**config.mk**
```make
export PLATFORM = sky130hd
export DESIGN_NAME = tcp_top
export DESIGN_NICKNAME = d
export VERILOG_FILES = /design/src/tcp_clk_sel.v /design/src/tcp_deadband.v /design/src/tcp_top.v
export VERILOG_INCLUDE_DIRS = /design/src
export SDC_FILE = /design/constraint.sdc
export NUM_CORES = 1
export LEC_CHECK = 0
export BUFFER_PORTS_ARGS = -buffer_cell sky130_fd_sc_hd__buf_4
export CAP_MARGIN = 20
export CORE_ASPECT_RATIO = 1.75
export CORE_MARGIN = 5
export CORE_UTILIZATION = 34
export CTS_BUF_LIST = sky130_fd_sc_hd__clkbuf_4 sky130_fd_sc_hd__clkbuf_8 sky130_fd_sc_hd__clkbuf_16
export DETAILED_ROUTE_END_ITERATION = 16
export PLACE_DENSITY = 0.5
export SYNTH_ARGS = -nofsm -noshare
export SYNTH_HDL_FRONTEND = slang
export SYNTH_HIERARCHICAL = 1
export SYNTH_SLANG_ARGS = --single-unit
```
**constraint.sdc**
```tcl
create_clock -name aclk -period 5.8 [get_ports aclk]
set_input_delay 0.87 -clock aclk [delete_from_list [all_inputs] [get_ports aclk]]
set_output_delay 0.87 -clock aclk [all_outputs]
set_load 0.005 [all_outputs]
```
**src/tcp_defines.vh**
```
// register map, field positions, reset values and encodings of the timer unit
`ifndef TCP_DEFINES_VH
`define TCP_DEFINES_VH

`define TCP_OFS_CTRL 8'h00
`define TCP_OFS_PERIOD 8'h04
`define TCP_OFS_COMPARE 8'h08
`define TCP_OFS_COUNT 8'h0C
`define TCP_OFS_CAPTURE 8'h10
`define TCP_OFS_DEADBAND 8'h14
`define TCP_OFS_STATUS 8'h18
`define TCP_OFS_PRESCALE 8'h1C

`define TCP_CTRL_EN 0
`define TCP_CTRL_MODE_LO 1
`define TCP_CTRL_MODE_HI 2
`define TCP_CTRL_REL_LO 3
`define TCP_CTRL_REL_HI 5
`define TCP_CTRL_CSEL_LO 6
`define TCP_CTRL_CSEL_HI 7
`define TCP_CTRL_IE_TC 8
`define TCP_CTRL_IE_CMP 9
`define TCP_CTRL_IE_CAP 10
`define TCP_CTRL_CMPN_EN 11
`define TCP_CTRL_BITS 12

`define TCP_MODE_FREE 2'h0
`define TCP_MODE_ONESHOT 2'h1
`define TCP_MODE_GATED 2'h2

`define TCP_REL_LESS 3'h0
`define TCP_REL_LESS_OR_SAME 3'h1
`define TCP_REL_SAME 3'h2
`define TCP_REL_GREATER_OR_SAME 3'h3
`define TCP_REL_GREATER 3'h4

`define TCP_CSEL_BUS 2'h0
`define TCP_CSEL_FIXDIV 2'h1
`define TCP_CSEL_PRESCALE 2'h2
`define TCP_CSEL_EXT 2'h3

`define TCP_RST_CTRL 12'h000
`define TCP_RST_PERIOD 16'hFFFF
`define TCP_RST_COMPARE 16'h8000
`define TCP_RST_DEADBAND 8'h00
`define TCP_RST_PRESCALE 16'h0000
`define TCP_FIXDIV 16

`define TCP_RESP_OKAY 2'h0
`define TCP_RESP_SLVERR 2'h2

`endif

```
**src/tcp_clk_sel.v**
```verilog
// count-clock source selection: one-cycle tick enables from several sources
`timescale 1ns/1ps
`include "tcp_defines.vh"
module tcp_clk_sel #(
   parameter FIXDIV = `TCP_FIXDIV
) (
   input wire aclk,
   input wire aresetn,
   input wire [1:0] sel,
   input wire [15:0] prescale,
   input wire ext_clk_in,
   output reg tick
);
   reg [15:0] fix_q;
   reg [15:0] pre_q;
   reg ext_q;
   wire fix_hit;
   wire pre_hit;

   assign fix_hit = (fix_q == FIXDIV[15:0] - 16'h0001);
   assign pre_hit = (pre_q >= prescale);

   always @(posedge aclk) begin
      if (!aresetn) begin
         fix_q <= 16'h0000;
         pre_q <= 16'h0000;
         ext_q <= 1'b0;
      end else begin
         fix_q <= fix_hit ? 16'h0000 : fix_q + 16'h0001;
         pre_q <= pre_hit ? 16'h0000 : pre_q + 16'h0001;
         ext_q <= ext_clk_in;
      end
   end

   // tick is high every cycle for the bus source, for a prescale of 0 or for an FIXDIV of 1, and one aclk cycle wide otherwise
   always @* begin
      case (sel)
         `TCP_CSEL_BUS: tick = 1'b1;
         `TCP_CSEL_FIXDIV: tick = fix_hit;
         `TCP_CSEL_PRESCALE: tick = pre_hit;
         `TCP_CSEL_EXT: tick = ext_clk_in & ~ext_q;
         default: tick = 1'b0;
      endcase
   end
endmodule // tcp_clk_sel

```
**src/tcp_deadband.v**
```verilog
// complementary output pair with deadband and kill
`timescale 1ns/1ps
module tcp_deadband #(
   parameter DBW = 8
) (
   input wire aclk,
   input wire aresetn,
   input wire tick,
   input wire level_in,
   input wire kill,
   input wire [DBW-1:0] dead,
   output reg out_hi,
   output reg out_lo
);
   reg lvl_q;
   reg [DBW-1:0] gap_q;

   always @(posedge aclk) begin
      if (!aresetn) begin
         lvl_q <= 1'b0;
         gap_q <= {DBW{1'b0}};
         out_hi <= 1'b0;
         out_lo <= 1'b0;
      end else begin
         if (level_in != lvl_q) begin
            // every edge restarts the gap in count-clock ticks
            lvl_q <= level_in;
            gap_q <= dead;
         end else if (tick && gap_q != {DBW{1'b0}}) begin
            gap_q <= gap_q - {{(DBW-1){1'b0}}, 1'b1};
         end
         out_hi <= lvl_q & (gap_q == {DBW{1'b0}}) & ~kill;
         out_lo <= ~lvl_q & (gap_q == {DBW{1'b0}}) & ~kill;
      end
   end
endmodule // tcp_deadband

```
**src/tcp_top.v**
```verilog
// 16-bit down-counting timer/counter/pwm with an axi4-lite register slave
// Function
// - counter is 16 bits wide and only counts downward.
// - count clock is chosen from several sources by configuration.
// - compare, terminal count, optional inverted compare and one interrupt line.
// - modes: free running, one shot, or enable-input controlled.
// - in gated mode count only while enable input is high, else hold.
// - one-shot mode stops at end of period instead of continuing.
// - period loads on start, on reset input and at terminal count.
// - timer reset and capture inputs come from the routing fabric.
// - capture stores the whole 16-bit count in a readable register.
// - comparator relation selectable: less, less-or-same, same, greater-or-same, greater.
// - interrupt from terminal count, compare true or capture, each selectable.
// - complementary pwm pair separated by a deadband with both outputs off.
// - kill input forces comparator-derived outputs inactive while asserted.
`timescale 1ns/1ps
`include "tcp_defines.vh"
module tcp_top #(
   parameter WIDTH = 16,
   parameter DBW = 8,
   parameter FIXDIV = `TCP_FIXDIV
) (
   input wire aclk,
   input wire aresetn,
   input wire [7:0] s_axi_awaddr,
   input wire [2:0] s_axi_awprot,
   input wire s_axi_awvalid,
   output wire s_axi_awready,
   input wire [31:0] s_axi_wdata,
   input wire [3:0] s_axi_wstrb,
   input wire s_axi_wvalid,
   output wire s_axi_wready,
   output wire [1:0] s_axi_bresp,
   output wire s_axi_bvalid,
   input wire s_axi_bready,
   input wire [7:0] s_axi_araddr,
   input wire [2:0] s_axi_arprot,
   input wire s_axi_arvalid,
   output wire s_axi_arready,
   output wire [31:0] s_axi_rdata,
   output wire [1:0] s_axi_rresp,
   output wire s_axi_rvalid,
   input wire s_axi_rready,
   input wire ext_clk_in,
   input wire gate_en,
   input wire timer_rst,
   input wire capture_in,
   input wire kill,
   output reg compare_out,
   output reg compare_n_out,
   output reg tc_out,
   output wire pwm_hi,
   output wire pwm_lo,
   output reg irq
);
   // register file
   reg [`TCP_CTRL_BITS-1:0] ctrl_q;
   reg [WIDTH-1:0] period_q;
   reg [WIDTH-1:0] compare_q;
   reg [WIDTH-1:0] capture_q;
   reg [DBW-1:0] dead_q;
   reg [15:0] prescale_q;

   // axi state
   reg aw_full_q;
   reg w_full_q;
   reg [7:0] awaddr_q;
   reg [31:0] wdata_q;
   reg [3:0] wstrb_q;
   reg bvalid_q;
   reg [1:0] bresp_q;
   reg rvalid_q;
   reg [31:0] rdata_q;
   reg [1:0] rresp_q;

   // counter state
   reg [WIDTH-1:0] cnt_q;
   reg run_q;
   reg cap_q;
   reg cmp_q;

   wire tick;
   wire [1:0] mode;
   wire [2:0] rel;
   wire wr_go;
   wire wr_ctrl;
   wire start;
   wire active;
   wire at_zero;
   wire tc_evt;
   wire cap_evt;
   reg cmp_raw;
   reg [31:0] rd_mux;
   reg rd_hit;
   reg [31:0] wmask;
   reg wr_hit;
   integer i;

   assign mode = ctrl_q[`TCP_CTRL_MODE_HI:`TCP_CTRL_MODE_LO];
   assign rel = ctrl_q[`TCP_CTRL_REL_HI:`TCP_CTRL_REL_LO];

   // ---------------- axi4-lite slave ----------------
   assign s_axi_awready = ~aw_full_q & ~bvalid_q;
   assign s_axi_wready = ~w_full_q & ~bvalid_q;
   assign s_axi_bvalid = bvalid_q;
   assign s_axi_bresp = bresp_q;
   assign s_axi_arready = ~rvalid_q;
   assign s_axi_rvalid = rvalid_q;
   assign s_axi_rdata = rdata_q;
   assign s_axi_rresp = rresp_q;

   assign wr_go = aw_full_q & w_full_q & ~bvalid_q;
   assign wr_ctrl = wr_go && {awaddr_q[7:2], 2'b00} == `TCP_OFS_CTRL
      && wstrb_q[0];
   // a write that sets the enable bit while stopped starts a period
   assign start = wr_ctrl & wdata_q[`TCP_CTRL_EN] & ~run_q;

   always @* begin
      for (i = 0; i < 4; i = i + 1) begin
         wmask[i*8 +: 8] = {8{wstrb_q[i]}};
      end
      case ({awaddr_q[7:2], 2'b00})
         `TCP_OFS_CTRL, `TCP_OFS_PERIOD, `TCP_OFS_COMPARE, `TCP_OFS_COUNT,
         `TCP_OFS_CAPTURE, `TCP_OFS_DEADBAND, `TCP_OFS_STATUS,
         `TCP_OFS_PRESCALE: wr_hit = 1'b1;
         default: wr_hit = 1'b0;
      endcase
   end

   always @(posedge aclk) begin
      if (!aresetn) begin
         aw_full_q <= 1'b0;
         w_full_q <= 1'b0;
         awaddr_q <= 8'h00;
         wdata_q <= 32'h0000_0000;
         wstrb_q <= 4'h0;
         bvalid_q <= 1'b0;
         bresp_q <= `TCP_RESP_OKAY;
         ctrl_q <= `TCP_RST_CTRL;
         period_q <= `TCP_RST_PERIOD;
         compare_q <= `TCP_RST_COMPARE;
         dead_q <= `TCP_RST_DEADBAND;
         prescale_q <= `TCP_RST_PRESCALE;
      end else begin
         if (s_axi_awvalid && s_axi_awready) begin
            aw_full_q <= 1'b1;
            awaddr_q <= s_axi_awaddr;
         end
         if (s_axi_wvalid && s_axi_wready) begin
            w_full_q <= 1'b1;
            wdata_q <= s_axi_wdata;
            wstrb_q <= s_axi_wstrb;
         end
         if (wr_go) begin
            aw_full_q <= 1'b0;
            w_full_q <= 1'b0;
            bvalid_q <= 1'b1;
            bresp_q <= wr_hit ? `TCP_RESP_OKAY : `TCP_RESP_SLVERR;
            case ({awaddr_q[7:2], 2'b00})
               `TCP_OFS_CTRL: ctrl_q <= (ctrl_q & ~wmask[`TCP_CTRL_BITS-1:0])
                  | (wdata_q[`TCP_CTRL_BITS-1:0] & wmask[`TCP_CTRL_BITS-1:0]);
               `TCP_OFS_PERIOD: period_q <= (period_q & ~wmask[WIDTH-1:0])
                  | (wdata_q[WIDTH-1:0] & wmask[WIDTH-1:0]);
               `TCP_OFS_COMPARE: compare_q <= (compare_q & ~wmask[WIDTH-1:0])
                  | (wdata_q[WIDTH-1:0] & wmask[WIDTH-1:0]);
               `TCP_OFS_DEADBAND: dead_q <= (dead_q & ~wmask[DBW-1:0])
                  | (wdata_q[DBW-1:0] & wmask[DBW-1:0]);
               `TCP_OFS_PRESCALE: prescale_q <= (prescale_q & ~wmask[15:0])
                  | (wdata_q[15:0] & wmask[15:0]);
               default: ;
            endcase
         end else if (bvalid_q && s_axi_bready) begin
            bvalid_q <= 1'b0;
         end
         // a finished one shot drops the enable bit so the control register reads stopped
         if (active && at_zero && mode == `TCP_MODE_ONESHOT && !wr_ctrl) begin
            ctrl_q[`TCP_CTRL_EN] <= 1'b0;
         end
      end
   end

   always @* begin
      rd_hit = 1'b1;
      rd_mux = 32'h0000_0000;
      case ({s_axi_araddr[7:2], 2'b00})
         `TCP_OFS_CTRL: rd_mux[`TCP_CTRL_BITS-1:0] = ctrl_q;
         `TCP_OFS_PERIOD: rd_mux[WIDTH-1:0] = period_q;
         `TCP_OFS_COMPARE: rd_mux[WIDTH-1:0] = compare_q;
         `TCP_OFS_COUNT: rd_mux[WIDTH-1:0] = cnt_q;
         `TCP_OFS_CAPTURE: rd_mux[WIDTH-1:0] = capture_q;
         `TCP_OFS_DEADBAND: rd_mux[DBW-1:0] = dead_q;
         `TCP_OFS_STATUS: rd_mux[3:0] = {kill, cmp_raw, tc_out, run_q};
         `TCP_OFS_PRESCALE: rd_mux[15:0] = prescale_q;
         default: rd_hit = 1'b0;
      endcase
   end

   always @(posedge aclk) begin
      if (!aresetn) begin
         rvalid_q <= 1'b0;
         rdata_q <= 32'h0000_0000;
         rresp_q <= `TCP_RESP_OKAY;
      end else if (s_axi_arvalid && s_axi_arready) begin
         rvalid_q <= 1'b1;
         rdata_q <= rd_mux;
         rresp_q <= rd_hit ? `TCP_RESP_OKAY : `TCP_RESP_SLVERR;
      end else if (rvalid_q && s_axi_rready) begin
         rvalid_q <= 1'b0;
      end
   end

   // ---------------- count clock ----------------
   tcp_clk_sel #(
      .FIXDIV(FIXDIV)
   ) u_clk_sel (
      .aclk(aclk),
      .aresetn(aresetn),
      .sel(ctrl_q[`TCP_CTRL_CSEL_HI:`TCP_CTRL_CSEL_LO]),
      .prescale(prescale_q),
      .ext_clk_in(ext_clk_in),
      .tick(tick)
   );

   // ---------------- down counter ----------------
   assign at_zero = (cnt_q == {WIDTH{1'b0}});
   assign active = run_q & tick
      & (mode != `TCP_MODE_GATED | gate_en);
   assign tc_evt = active & at_zero;
   assign cap_evt = capture_in & ~cap_q;

   always @(posedge aclk) begin
      if (!aresetn) begin
         cnt_q <= `TCP_RST_PERIOD;
         run_q <= 1'b0;
         cap_q <= 1'b0;
         capture_q <= {WIDTH{1'b0}};
      end else begin
         cap_q <= capture_in;
         if (cap_evt) begin
            capture_q <= cnt_q;
         end
         if (wr_ctrl && !wdata_q[`TCP_CTRL_EN]) begin
            run_q <= 1'b0;
         end else if (start) begin
            run_q <= 1'b1;
         end else if (tc_evt && mode == `TCP_MODE_ONESHOT) begin
            run_q <= 1'b0;
         end
         if (start || timer_rst) begin
            cnt_q <= period_q;
         end else if (tc_evt) begin
            cnt_q <= period_q;
         end else if (active) begin
            cnt_q <= cnt_q - {{(WIDTH-1){1'b0}}, 1'b1};
         end
      end
   end

   // ---------------- comparator and outputs ----------------
   always @* begin
      case (rel)
         `TCP_REL_LESS: cmp_raw = cnt_q < compare_q;
         `TCP_REL_LESS_OR_SAME: cmp_raw = cnt_q <= compare_q;
         `TCP_REL_SAME: cmp_raw = cnt_q == compare_q;
         `TCP_REL_GREATER_OR_SAME: cmp_raw = cnt_q >= compare_q;
         `TCP_REL_GREATER: cmp_raw = cnt_q > compare_q;
         default: cmp_raw = 1'b0;
      endcase
   end

   always @(posedge aclk) begin
      if (!aresetn) begin
         cmp_q <= 1'b0;
         compare_out <= 1'b0;
         compare_n_out <= 1'b0;
         tc_out <= 1'b0;
         irq <= 1'b0;
      end else begin
         cmp_q <= cmp_raw;
         compare_out <= cmp_raw & ~kill;
         compare_n_out <= ctrl_q[`TCP_CTRL_CMPN_EN] & ~cmp_raw & ~kill;
         // high from the zero count until the next count tick
         tc_out <= run_q & at_zero & ~start;
         irq <= (tc_evt & ctrl_q[`TCP_CTRL_IE_TC])
            | (cmp_raw & ~cmp_q & ctrl_q[`TCP_CTRL_IE_CMP])
            | (cap_evt & ctrl_q[`TCP_CTRL_IE_CAP]);
      end
   end

   tcp_deadband #(
      .DBW(DBW)
   ) u_deadband (
      .aclk(aclk),
      .aresetn(aresetn),
      .tick(tick),
      .level_in(cmp_raw),
      .kill(kill),
      .dead(dead_q),
      .out_hi(pwm_hi),
      .out_lo(pwm_lo)
   );
endmodule // tcp_top

```
==> results by group, run 1 <==
STA
  – Relative slew slack: 0.369
  – Max-slew violations: 0
  – Hold_ws: 0.455 ns
  – Final setup margin: 1.72 ns
  – Final min period: 4.08 ns
  – Peak Freq: 245 MHz
  – Worst slew pin tran: 0.946 ns
  – Final Hold Fails: 0
  – Crit share post-route: 0.703
  – Clk_skew: 0.0129 ns
  – RSZ-0062 raised after global routing: no
  – Setup TNS: 0 ns
  – Final setup fails: 0

Layout
  – Share of cells above drive strength 1: 0.125
  – Post-layout util: 0.397
  – ANT cells: 0
  – Area delta synth->final: 14.6%
  – Most frequent cells in the layout: 197 x dfxtp_1, 176 x nand2_1, 105 x nor2_1, 92 x a21oi_1, 84 x buf_4
  – Commonest non-fill, non-tap cell in the layout: dfxtp_1
  – Final #Nets: 1281

Setup path
  – Startpoint Class: flip-flop
  – Arrival @ worst endpoint: 4.39 ns
  – Critical Path RT: 6.11 ns
  – Crit path max fanout: 24
  – Worst reg2reg endpoint: cnt_q[11]$_SDFFE_PN1P_
  – Crit end category: flip-flop
  – Reg2Reg Depth: 14
  – Kind of critical path: reg -> reg
  – Flop2flop setup slack: 1.72 ns

Synthesis
  – Complex-gate fraction of the synthesized area: 0.167
  – Cell variety after synth: 82
  – Largest cells by area after synthesis: dfxtp_1 42%, nand2_1 7.0%, a21oi_1 4.9%
  – YS warnings: 6
  – Register area share after synthesis: 0.417
  – Async S/R FF share, synth: 0
  – Ys flop type: dfxtp_1
  – Area share of fa/ha/maj cells after synthesis: 0.0489
  – EDFF count, synth: 0
  – Post-synthesis register bit count: 197
  – Synth Area per Inst: 8.39 µm²
  – Proportion of synthesized area in mux cells: 0.0492
  – Top-area cell type share of the netlist area: 0.417
  – Simple-gate share of the synthesized area: 0.228
  – Post-Synth XOR/XNOR Area: 0.0278
  – Combinational family with the most area after synthesis: simple AND/OR/NAND/NOR gates
  – Mapped Area: 0.00946 mm²
  – Synthesized instance count: 1127
  – Post-synth top area cell: dfxtp_1

Clock tree
  – Root Buffer: clkbuf_16
  – # resized after CTS: 0
  – Clk Latency, worst-skew pair: 0.46 ns
  – Clock sink count: 197
  – # hold bufs at CTS: 0
  – Max Root-Sink Buffers: 2
  – Post-CTS Setup Inserts: 0
  – CTS tree: done
  – Reg clk slew, reported paths: 0.07 ns
  – CTS H-tree lvls: 4
  – Cts bufs inserted: 17

Die
  – Initial Util: 0.346
  – IO Pins: 117
  – FP Rows: 80
  – Die width: 136 µm
  – Die area: 0.0314 mm²
  – Die H: 231 µm
  – Total core area: 0.0273 mm²

Route
  – Drt total wl: 29.4 mm
  – Post-Route M1 WL: 11.2 mm
  – DRT Pass-1 Iters: 5
  – Drt wl/cell: 18.9 µm
  – Vias: 8270
  – First DRT Iteration DRCs: 480
  – DRC: 0
  – DR vias/cell: 5.31
  – Met3 WL: 1.05 mm
  – Met2 wire len: 15.8 mm
  – Antenna Nets Post-Route: 0
  – Uppermost layer routed: met4

Global routing
  – All-layer global routing usage: 0.191
  – First-pass GRT wire length: 45.8 mm
  – Grt total ovfl: 0
  – Vias in the first global route: 8065
  – Initial antenna violation count: 0
  – Largest net degree at the start of global routing: 84

Pwr
  – Peak supply drop: 215 µV
  – Pwr Density: 275 mW/mm²
  – Static Leak: 0.00413 µW

Hold path
  – Hold Path Sink: capture_q[0]$_SDFFE_PN0P_
  – Hold path cells: 2
  – Worst Hold Class: reg -> reg
  – Hold path startpoint: capture_q[0]$_SDFFE_PN0P_

Job
  – Max-cap violations: 0

Placed design
  – Dpl ws: 1.67 ns
  – RePlAce Congestion: 0.874
  – # port buffers: 70
  – Detailed Place HPWL: 22.2 mm

Outcome
  – Status: finished clean
## stage by stage
| step | total power (µW) | instance area (µm²) | cells |
|---|---|---|---|
| after floorplan | 1730 | 9520 | 1144 |
| after global placement | 1840 | 10300 | 1524 |
| after detailed placement | 1850 | 10300 | 1524 |
| after CTS | 3020 | 10800 | 1556 |
| after global routing | 3110 | 10800 | 1556 |
| final | 2980 | 10800 | 1556 |
## cell type report
class	instances	area (µm²)
Fill cell	2893	16500
Clock buffer	24	490
Inverter	54	204
Sequential cell	197	3940
Tap cell	369	462
Clock inverter	8	73.8
Multi-Input combinational cell	820	5030
Timing Repair Buffer	84	631
## worst max-delay path by stage
| stage | end | slack, ns |
|---|---|---|
| after floorplan | u_deadband/gap_q[0]$_SDFFE_PN0P_ | 2.76 |
| after global placement | cnt_q[11]$_SDFFE_PN1P_ | 1.74 |
| after detailed placement | cnt_q[11]$_SDFFE_PN1P_ | 1.67 |
| after CTS | cnt_q[11]$_SDFFE_PN1P_ | 1.66 |
| after global routing | cnt_q[11]$_SDFFE_PN1P_ | 1.22 |
| final | cnt_q[11]$_SDFFE_PN1P_ | 1.72 |
## cell families after synthesis
logic type	Yosys count
compound gates	240
xor+xnor	30
fa+ha+maj	37
buf+inv	127
flops	197
mux	44
other cells	1
simple gates	451
## cells in the mapped netlist (4+ instances only)
master and instances:
a31oi_1 8, buf_1 4, nand2_1 176, buf_2 8, nand2b_1 7, nand3_1 43, o211ai_1 5, clkbuf_1 40
xor2_1 22, buf_4 18, xnor2_1 8, nor2_1 105, and2_1 7, nand4_1 17, ha_1 37, a21oi_1 93
mux2i_1 42, nand3b_1 6, nor3_1 18, a222oi_1 8, or2_2 6, inv_1 53, or4_1 4, nor4b_1 6
a22o_1 7, a221oi_1 14, and3_1 8, nor4_1 11, dfxtp_1 197, nor2b_1 12, a22oi_1 17, o21ai_0 39
## where the power goes
part / switching (µW) / internal (µW)
sequential: 64.1 / 1410
combinational: 196 / 146
clock: 529 / 636
## per-layer routing
layer / up-vias / GRT usage
li1: 4048 / -
met1: 3966 / 0.207
met2: 186 / 0.353
met3: 70 / 0.0268
met4: 0 / 0.0971
met5: - / 0
## critical path, cell delays in order (launching register included)
cell     delay [ns]
dfxtp_1        0.40
inv_1          0.10
ha_1           0.30
nand4_1        0.13
a211o_1        0.30
nor3_2         0.14
nor3_1         0.11
a41oi_1        0.71
nand2_1        0.22
nor4_1         0.52
a21oi_2        0.22
buf_4          0.28
or2_2          0.29
a21oi_1        0.11
o21ai_0        0.09
Note: power is estimated with default switching activity, not from simulation.
==> run 2, diff against run 1 <==
--- a/config.mk
+++ b/config.mk
@@ -13,7 +13,7 @@
 export CORE_UTILIZATION = 34
 export CTS_BUF_LIST = sky130_fd_sc_hd__clkbuf_4 sky130_fd_sc_hd__clkbuf_8 sky130_fd_sc_hd__clkbuf_16
 export DETAILED_ROUTE_END_ITERATION = 16
-export PLACE_DENSITY = 0.5
+export PLACE_DENSITY = 0.52
 export SYNTH_ARGS = -nofsm -noshare
 export SYNTH_HDL_FRONTEND = slang
 export SYNTH_HIERARCHICAL = 1
==> constraint.sdc (replaced) <==
create_clock -name aclk -period 3.64 [get_ports aclk]
set_input_delay 0.546 -clock aclk [delete_from_list [all_inputs] [get_ports aclk]]
set_output_delay 0.546 -clock aclk [all_outputs]
set_load 0.005 [all_outputs]
==> run 2 against run 1 <==
Against the previous run: via count up 1.7%; core utilization up 1.0 points; worst hold slack worse by 0.18 ns; non-clock buffer count up 32; setup slack worse by 1.5 ns; clock skew up 0.00055 ns; global-route usage up 0.52 points; critical path type unchanged.
==> results by group, run 2 (synthesis results as in run 1) <==
Layout
  – Area occupied by multi-input gates: 0.00503 mm² (unchanged)
  – Filler cells: 2810 (-2.9%)
  – Most frequent cells in the layout: 197 x dfxtp_1, 176 x nand2_1, 115 x buf_4, 105 x nor2_1, 92 x a21oi_1
  – ANT cells: 0 (unchanged)
  – Register area: 0.00394 mm² (unchanged)
  – Share of cells above drive strength 1: 0.147 (+0.0223)
  – Area delta synth->final: 17.5%
  – Commonest non-fill, non-tap cell in the layout: dfxtp_1
  – Final #Nets: 1313 (+2.5%)

Route
  – Drt total wl: 30.3 mm (+3.3%)
  – DR vias/cell: 5.30 (-0.25%)
  – DRT Pass-1 Iters: 6 (+1)
  – Vias: 8414 (+1.7%)
  – Drt wl/cell: 19.1 µm (+1.3%)
  – DRC: 0 (unchanged)
  – First DRT Iteration DRCs: 571 (+19%)
  – Antenna Nets Post-Route: 0 (unchanged)

Job
  – Max-cap violations: 0 (unchanged)

Pwr
  – Static Leak: 0.00428 µW (+3.8%)
  – Pwr Density: 433 mW/mm² (+58%)
  – Peak supply drop: 365 µV (+70%)

Global routing
  – Initial antenna violation count: 0 (unchanged)
  – All-layer global routing usage: 0.196 (+0.00516)
  – First-pass GRT wire length: 46.9 mm (+2.4%)
  – Largest net degree at the start of global routing: 46 (-45%)
  – Vias in the first global route: 8190 (+1.5%)
  – Grt total ovfl: 0 (unchanged)

Clock tree
  – CTS H-tree lvls: 4 (unchanged)
  – Clk Latency, worst-skew pair: 0.45 ns (about the same)
  – Cts bufs inserted: 17 (unchanged)
  – CTS tree: done
  – Max Root-Sink Buffers: 2 (unchanged)
  – Root Buffer: clkbuf_16
  – Clock sink count: 197 (unchanged)
  – Reg clk slew, reported paths: 0.07 ns (about the same)

Placed design
  – RePlAce Congestion: 0.875 (about the same)
  – Dpl ws: 0.104 ns (-1.57 ns)
  – Detailed Place HPWL: 23.4 mm (+5.5%)
  – # port buffers: 70 (unchanged)

STA
  – Final Hold Fails: 0 (unchanged)
  – Crit share post-route: 0.930 (+0.227)
  – Clk_skew: 0.0135 ns (+0.000545 ns)
  – Relative slew slack: 0.363 (-0.00607)
  – Peak Freq: 295 MHz (+20%)
  – Setup TNS: 0 ns (unchanged)
  – Max-slew violations: 0 (unchanged)
  – RSZ-0062 raised after global routing: no
  – Final setup fails: 0 (unchanged)
  – Worst slew pin tran: 0.956 ns (+0.00910 ns)
  – Final min period: 3.38 ns (-0.693 ns)
  – Final setup margin: 0.256 ns (-1.47 ns)

Die
  – Die width: 136 µm (unchanged)
  – IO Pins: 117 (unchanged)
  – Total core area: 0.0273 mm² (unchanged)
  – Die H: 231 µm (unchanged)
  – Die area: 0.0314 mm² (unchanged)
  – Initial Util: 0.346 (unchanged)
  – FP Rows: 80 (unchanged)

Setup path
  – Flop2flop setup slack: 0.26 ns (-1.47 ns)
  – Kind of critical path: reg -> reg
  – Crit path max fanout: 14 (-42%)
  – Crit end category: flip-flop
  – Startpoint Class: flip-flop
  – Reg2Reg Depth: 13 (-1)
  – Crit path cell chain: ha_1, nand2b_4, a2111oi_4, nor3_2, nor3_1, a41oi_2, nand2_1, nor4_2, a21oi_2, buf_12, nor2_1, a31oi_1, o32a_1
  – Arrival @ worst endpoint: 3.77 ns (-0.62 ns)
  – Worst reg2reg endpoint: cnt_q[6]$_SDFFE_PN1P_
  – Largest stage delay, worst path: 0.57 ns (-0.14 ns)
  – CP max stage cell: a21oi_2
  – Critical Path RT: 4.03 ns (-2.08 ns)

Hold path
  – Hold Path Sink: s_axi_rvalid$_SDFFE_PN0P_
  – Worst Hold Class: in -> reg
  – Hold path startpoint: s_axi_rready
  – Hold path cells: 2 (unchanged)

Outcome
  – Status: finished clean
-- run 2: cell count changes in the layout (fill, tap and decap cells not counted), moves of 2 or more --
cell and change:
buf_4 +31, nor2b_1 +2, clkbuf_4 -5, nor2b_2 -2, clkinv_4 +5, inv_6 +2, clkinv_2 -4
-- run 2: power by group --
group / internal (µW) / leakage, µW / total [µW] / switching, µW
clock: 1010 / 0.000286 / 1910 / 898
sequential: 2240 / 0.00160 / 2350 / 106
combinational: 240 / 0.00239 / 555 / 315
-- run 2: how the worst max path moves through the flow --
stage | end | start | depth (start not counted)
global route | cnt_q[11]$_SDFFE_PN1P_ | flip-flop | 13
floorplan | u_deadband/gap_q[0]$_SDFFE_PN0P_ | flip-flop | 12
finish | cnt_q[6]$_SDFFE_PN1P_ | flip-flop | 13
global placement | cnt_q[11]$_SDFFE_PN1P_ | flip-flop | 13
CTS | cnt_q[11]$_SDFFE_PN1P_ | flip-flop | 13
detailed placement | cnt_q[11]$_SDFFE_PN1P_ | flip-flop | 13
-- run 2: layer usage --
metal | vias to the layer above | wire, µm | GRT usage
li1 | 4123 | - | -
met1 | 4013 | 11400 | 0.209
met2 | 209 | 16400 | 0.362
met3 | 69 | 1150 | 0.0307
met4 | 0 | 1390 | 0.103
met5 | - | 0 | 0
-- run 2: through the flow --
stage | utilization | power, µW | cells | instance area (µm²) | hold WS, ns
4_1_cts | 0.406 | 4860 | 1587 | 11100 | 0.249
2_1_floorplan | - | 2760 | 1144 | 9520 | 0.430
3_3_place_gp | 0.385 | 2950 | 1556 | 10500 | 0.440
3_5_place_dp | 0.385 | 2950 | 1556 | 10500 | 0.447
5_1_grt | 0.407 | 5030 | 1587 | 11100 | 0.274
6_report | 0.407 | 4810 | 1587 | 11100 | 0.272
-- run 2: area by class of cell --
class	count	area share
flip-flops and latches	197	0.355
well taps	369	0.0415
clock inverters	11	0.0107
multi-input cells	820	0.453
repair buffers	116	0.0795
clock buffers	20	0.0420
inverters	54	0.0184
-- run 2: what timing repair did --
action,CTS,global route
buffers inserted,0,0
gates resized for setup,0,2
hold endpoints to repair,0,0
hold buffers,0,0
setup endpoints to repair,0,14
-- run 2: critical path: cells and delay by family, from the launching register on --
| family | cells | cell delay [ns] |
|---|---|---|
| AOI/OAI and AO/OA | 5 | 1.51 |
| and+or+nand+nor | 6 | 0.86 |
| DFF | 1 | 0.45 |
| adders and majority gates | 1 | 0.27 |
| buffers and inverters | 1 | 0.22 |
==> run 3, diff against run 2 <==
--- a/config.mk
+++ b/config.mk
@@ -7,13 +7,13 @@
 export NUM_CORES = 1
 export LEC_CHECK = 0
 export BUFFER_PORTS_ARGS = -buffer_cell sky130_fd_sc_hd__buf_4
-export CAP_MARGIN = 20
 export CORE_ASPECT_RATIO = 1.75
 export CORE_MARGIN = 5
 export CORE_UTILIZATION = 34
 export CTS_BUF_LIST = sky130_fd_sc_hd__clkbuf_4 sky130_fd_sc_hd__clkbuf_8 sky130_fd_sc_hd__clkbuf_16
 export DETAILED_ROUTE_END_ITERATION = 16
 export PLACE_DENSITY = 0.52
+export SETUP_SLACK_MARGIN = 0.4
 export SYNTH_ARGS = -nofsm -noshare
 export SYNTH_HDL_FRONTEND = slang
 export SYNTH_HIERARCHICAL = 1
==> run 3 against run 2 <==
Against the previous run: clock power is essentially flat; global-route usage is essentially flat; critical path depth is the same; highest routed layer unchanged.
==> results by group, run 3 (synthesis results as in run 1) <==
Outcome
  – Status: finished clean

Clock tree
  – Cts bufs inserted: 17 (unchanged)
  – Clock sink count: 197 (unchanged)
  – Root Buffer: clkbuf_16
  – Reg clk slew, reported paths: 0.08 ns (about the same)
  – Max Root-Sink Buffers: 2 (unchanged)
  – CTS tree: done
  – # hold bufs at CTS: 0 (unchanged)
  – Clk Latency, worst-skew pair: 0.46 ns (about the same)
  – CTS H-tree lvls: 4 (unchanged)

Route
  – Drt wl/cell: 19.2 µm (+0.57%)
  – Antenna Nets Post-Route: 0 (unchanged)
  – Vias: 8480 (+0.78%)
  – First DRT Iteration DRCs: 557 (-2.5%)
  – DR vias/cell: 5.30 (about the same)
  – DRT Pass-1 Iters: 5 (-1)
  – Drt total wl: 30.8 mm (+1.3%)
  – DRC: 0 (unchanged)

Layout
  – Share of cells above drive strength 1: 0.179 (+0.0319)
  – Final #Nets: 1325 (+0.91%)
  – Area delta synth->final: 20.3%
  – Commonest non-fill, non-tap cell in the layout: dfxtp_1
  – Fin cells: 1599 (+0.76%)
  – Filler cells: 2795 (-0.53%)
  – ANT cells: 0 (unchanged)
  – Most frequent cells in the layout: 192 x dfxtp_1, 175 x nand2_1, 122 x buf_4, 101 x nor2_1, 90 x a21oi_1
  – Design Area, Final: 0.0114 mm² (+2.5%)

STA
  – Worst slew pin tran: 0.941 ns (-0.0143 ns)
  – Max-slew violations: 0 (unchanged)
  – Clk_skew: 0.0128 ns (-0.000691 ns)
  – Final min period: 3.19 ns (-0.193 ns)
  – Peak Freq: 313 MHz (+6.1%)
  – Relative slew slack: 0.372 (+0.00951)
  – RSZ-0062 raised after global routing: yes
  – Final setup fails: 0 (unchanged)
  – Setup TNS: 0 ns (unchanged)
  – Final Hold Fails: 0 (unchanged)
  – Crit share post-route: 0.877 (-0.0530)

Global routing
  – Initial antenna violation count: 0 (unchanged)
  – First-pass GRT wire length: 47.0 mm (+0.22%)
  – Met3 Use GR: 0.0292 (-0.00153)
  – GR Util met1: 0.210 (+0.000950)
  – Vias in the first global route: 8199 (+0.11%)
  – Met2 usage: 0.363 (+0.000931)
  – Grt total ovfl: 0 (unchanged)
  – Busiest grt layer: met2
  – All-layer global routing usage: 0.196 (+0.000315)
  – Largest net degree at the start of global routing: 46 (unchanged)

Placed design
  – Placed Cells incl. Taps: 1556 (unchanged)
  – RePlAce Congestion: 0.875 (unchanged)
  – DP Area: 0.0105 mm² (unchanged)
  – # port buffers: 70 (unchanged)
  – Detailed Place HPWL: 23.4 mm (unchanged)

Hold path
  – Hold path cells: 2 (unchanged)
  – Worst Hold Class: in -> reg

Die
  – Total core area: 0.0273 mm² (unchanged)
  – Die width: 136 µm (unchanged)
  – FP Rows: 80 (unchanged)
  – Initial Util: 0.346 (unchanged)
  – Die area: 0.0314 mm² (unchanged)
  – Die H: 231 µm (unchanged)
  – IO Pins: 117 (unchanged)

Setup path
  – Worst path most repeated cell: nor3_2
  – CP max stage cell: nor4_4
  – Crit end category: flip-flop
  – Largest stage delay, worst path: 0.38 ns (-0.19 ns)
  – Crit path cell chain: inv_2, ha_4, nand4_1, a211o_1, nor3_2, nor3_2, a41oi_2, nand2_2, nor4_4, a21oi_4, buf_12, a31oi_2, o32a_1
  – Startpoint Class: flip-flop
  – Cell family with most CP delay: compound AO/OA/AOI/OAI gates
  – WP buf/inv: 2 (+1)
  – Kind of critical path: reg -> reg
  – Critical Path Stages: 13 (unchanged)
  – Flop2flop setup slack: 0.45 ns (+0.19 ns)
  – Critical Path RT: 4.03 ns (about the same)
  – Reg2Reg Depth: 13 (unchanged)
  – Crit path max fanout: 8 (-6)
  – Arrival @ worst endpoint: 3.58 ns (-0.19 ns)

Pwr
  – Switch share: 0.274 (+0.000323)
  – Clock power frac: 0.396 (about the same)
  – Pwr Density: 424 mW/mm² (-2.1%)
  – Combinational Power Share: 0.118 (+0.003)
  – Static Leak: 0.00437 µW (+2.2%)
  – Sequential share of power: 0.486 (-0.002)
  – Cell Int Power: 3500 µW (+0.30%)
  – Psw: 1330 µW (+0.47%)
  – Peak supply drop: 368 µV (+0.71%)

Job
  – Max-cap violations: 0 (unchanged)
==> run 3: worst paths after layout <==
kind	endpoint	from
max	cnt_q[6]$_SDFFE_PN1P_	flip-flop
min	s_axi_rvalid$_SDFFE_PN0P_	s_axi_rready
max reg2reg	cnt_q[6]$_SDFFE_PN1P_	flip-flop
min reg2reg	capture_q[3]$_SDFFE_PN0P_	capture_q[3]$_SDFFE_PN0P_
==> run 3: cell type report <==
class	count	area, µm²	area share
inverter	54	204	0.0179
clock inverter	11	119	0.0104
multi-input combinational	820	5180	0.455
sequential	197	3950	0.347
tap	369	462	0.0406
timing repair buffer	128	1010	0.0884
clock buffer	20	467	0.0410
==> run 3: power groups by stage <==
stage | sequential, µW | clock [µW] | combinational [µW]
final | 2350 | 1910 | 570
after global routing | 2360 | 2050 | 632
after CTS | 2350 | 1960 | 561
after detailed placement | 2400 | 0 | 558
after global placement | 2390 | 0 | 554
after floorplan | 2360 | 0 | 405
==> run 3: repair_timing <==
item                       in CTS  in global routing
cloned                          0                  1
pin swaps                       2                 24
buffers inserted                0                 11
gates resized for setup         8                 44
setup endpoints to repair      24                 20
==> run 3: metal layers <==
layer / up-vias / part of all wire
li1: 4138 / -
met1: 4062 / 0.37
met2: 213 / 0.54
met3: 67 / 0.038
met4: 0 / 0.044
met5: - / 0
==> run 3: metrics by stage <==
step / utilization / total power (µW) / hold slack [ns] / worst slack [ns]
after floorplan: - / 2760 / 0.430 / 0.600
after global placement: 0.385 / 2950 / 0.440 / 0.107
after detailed placement: 0.385 / 2950 / 0.447 / 0.104
after CTS: 0.408 / 4860 / 0.249 / 0.439
after global routing: 0.417 / 5050 / 0.274 / 0.318
final: 0.417 / 4830 / 0.268 / 0.449
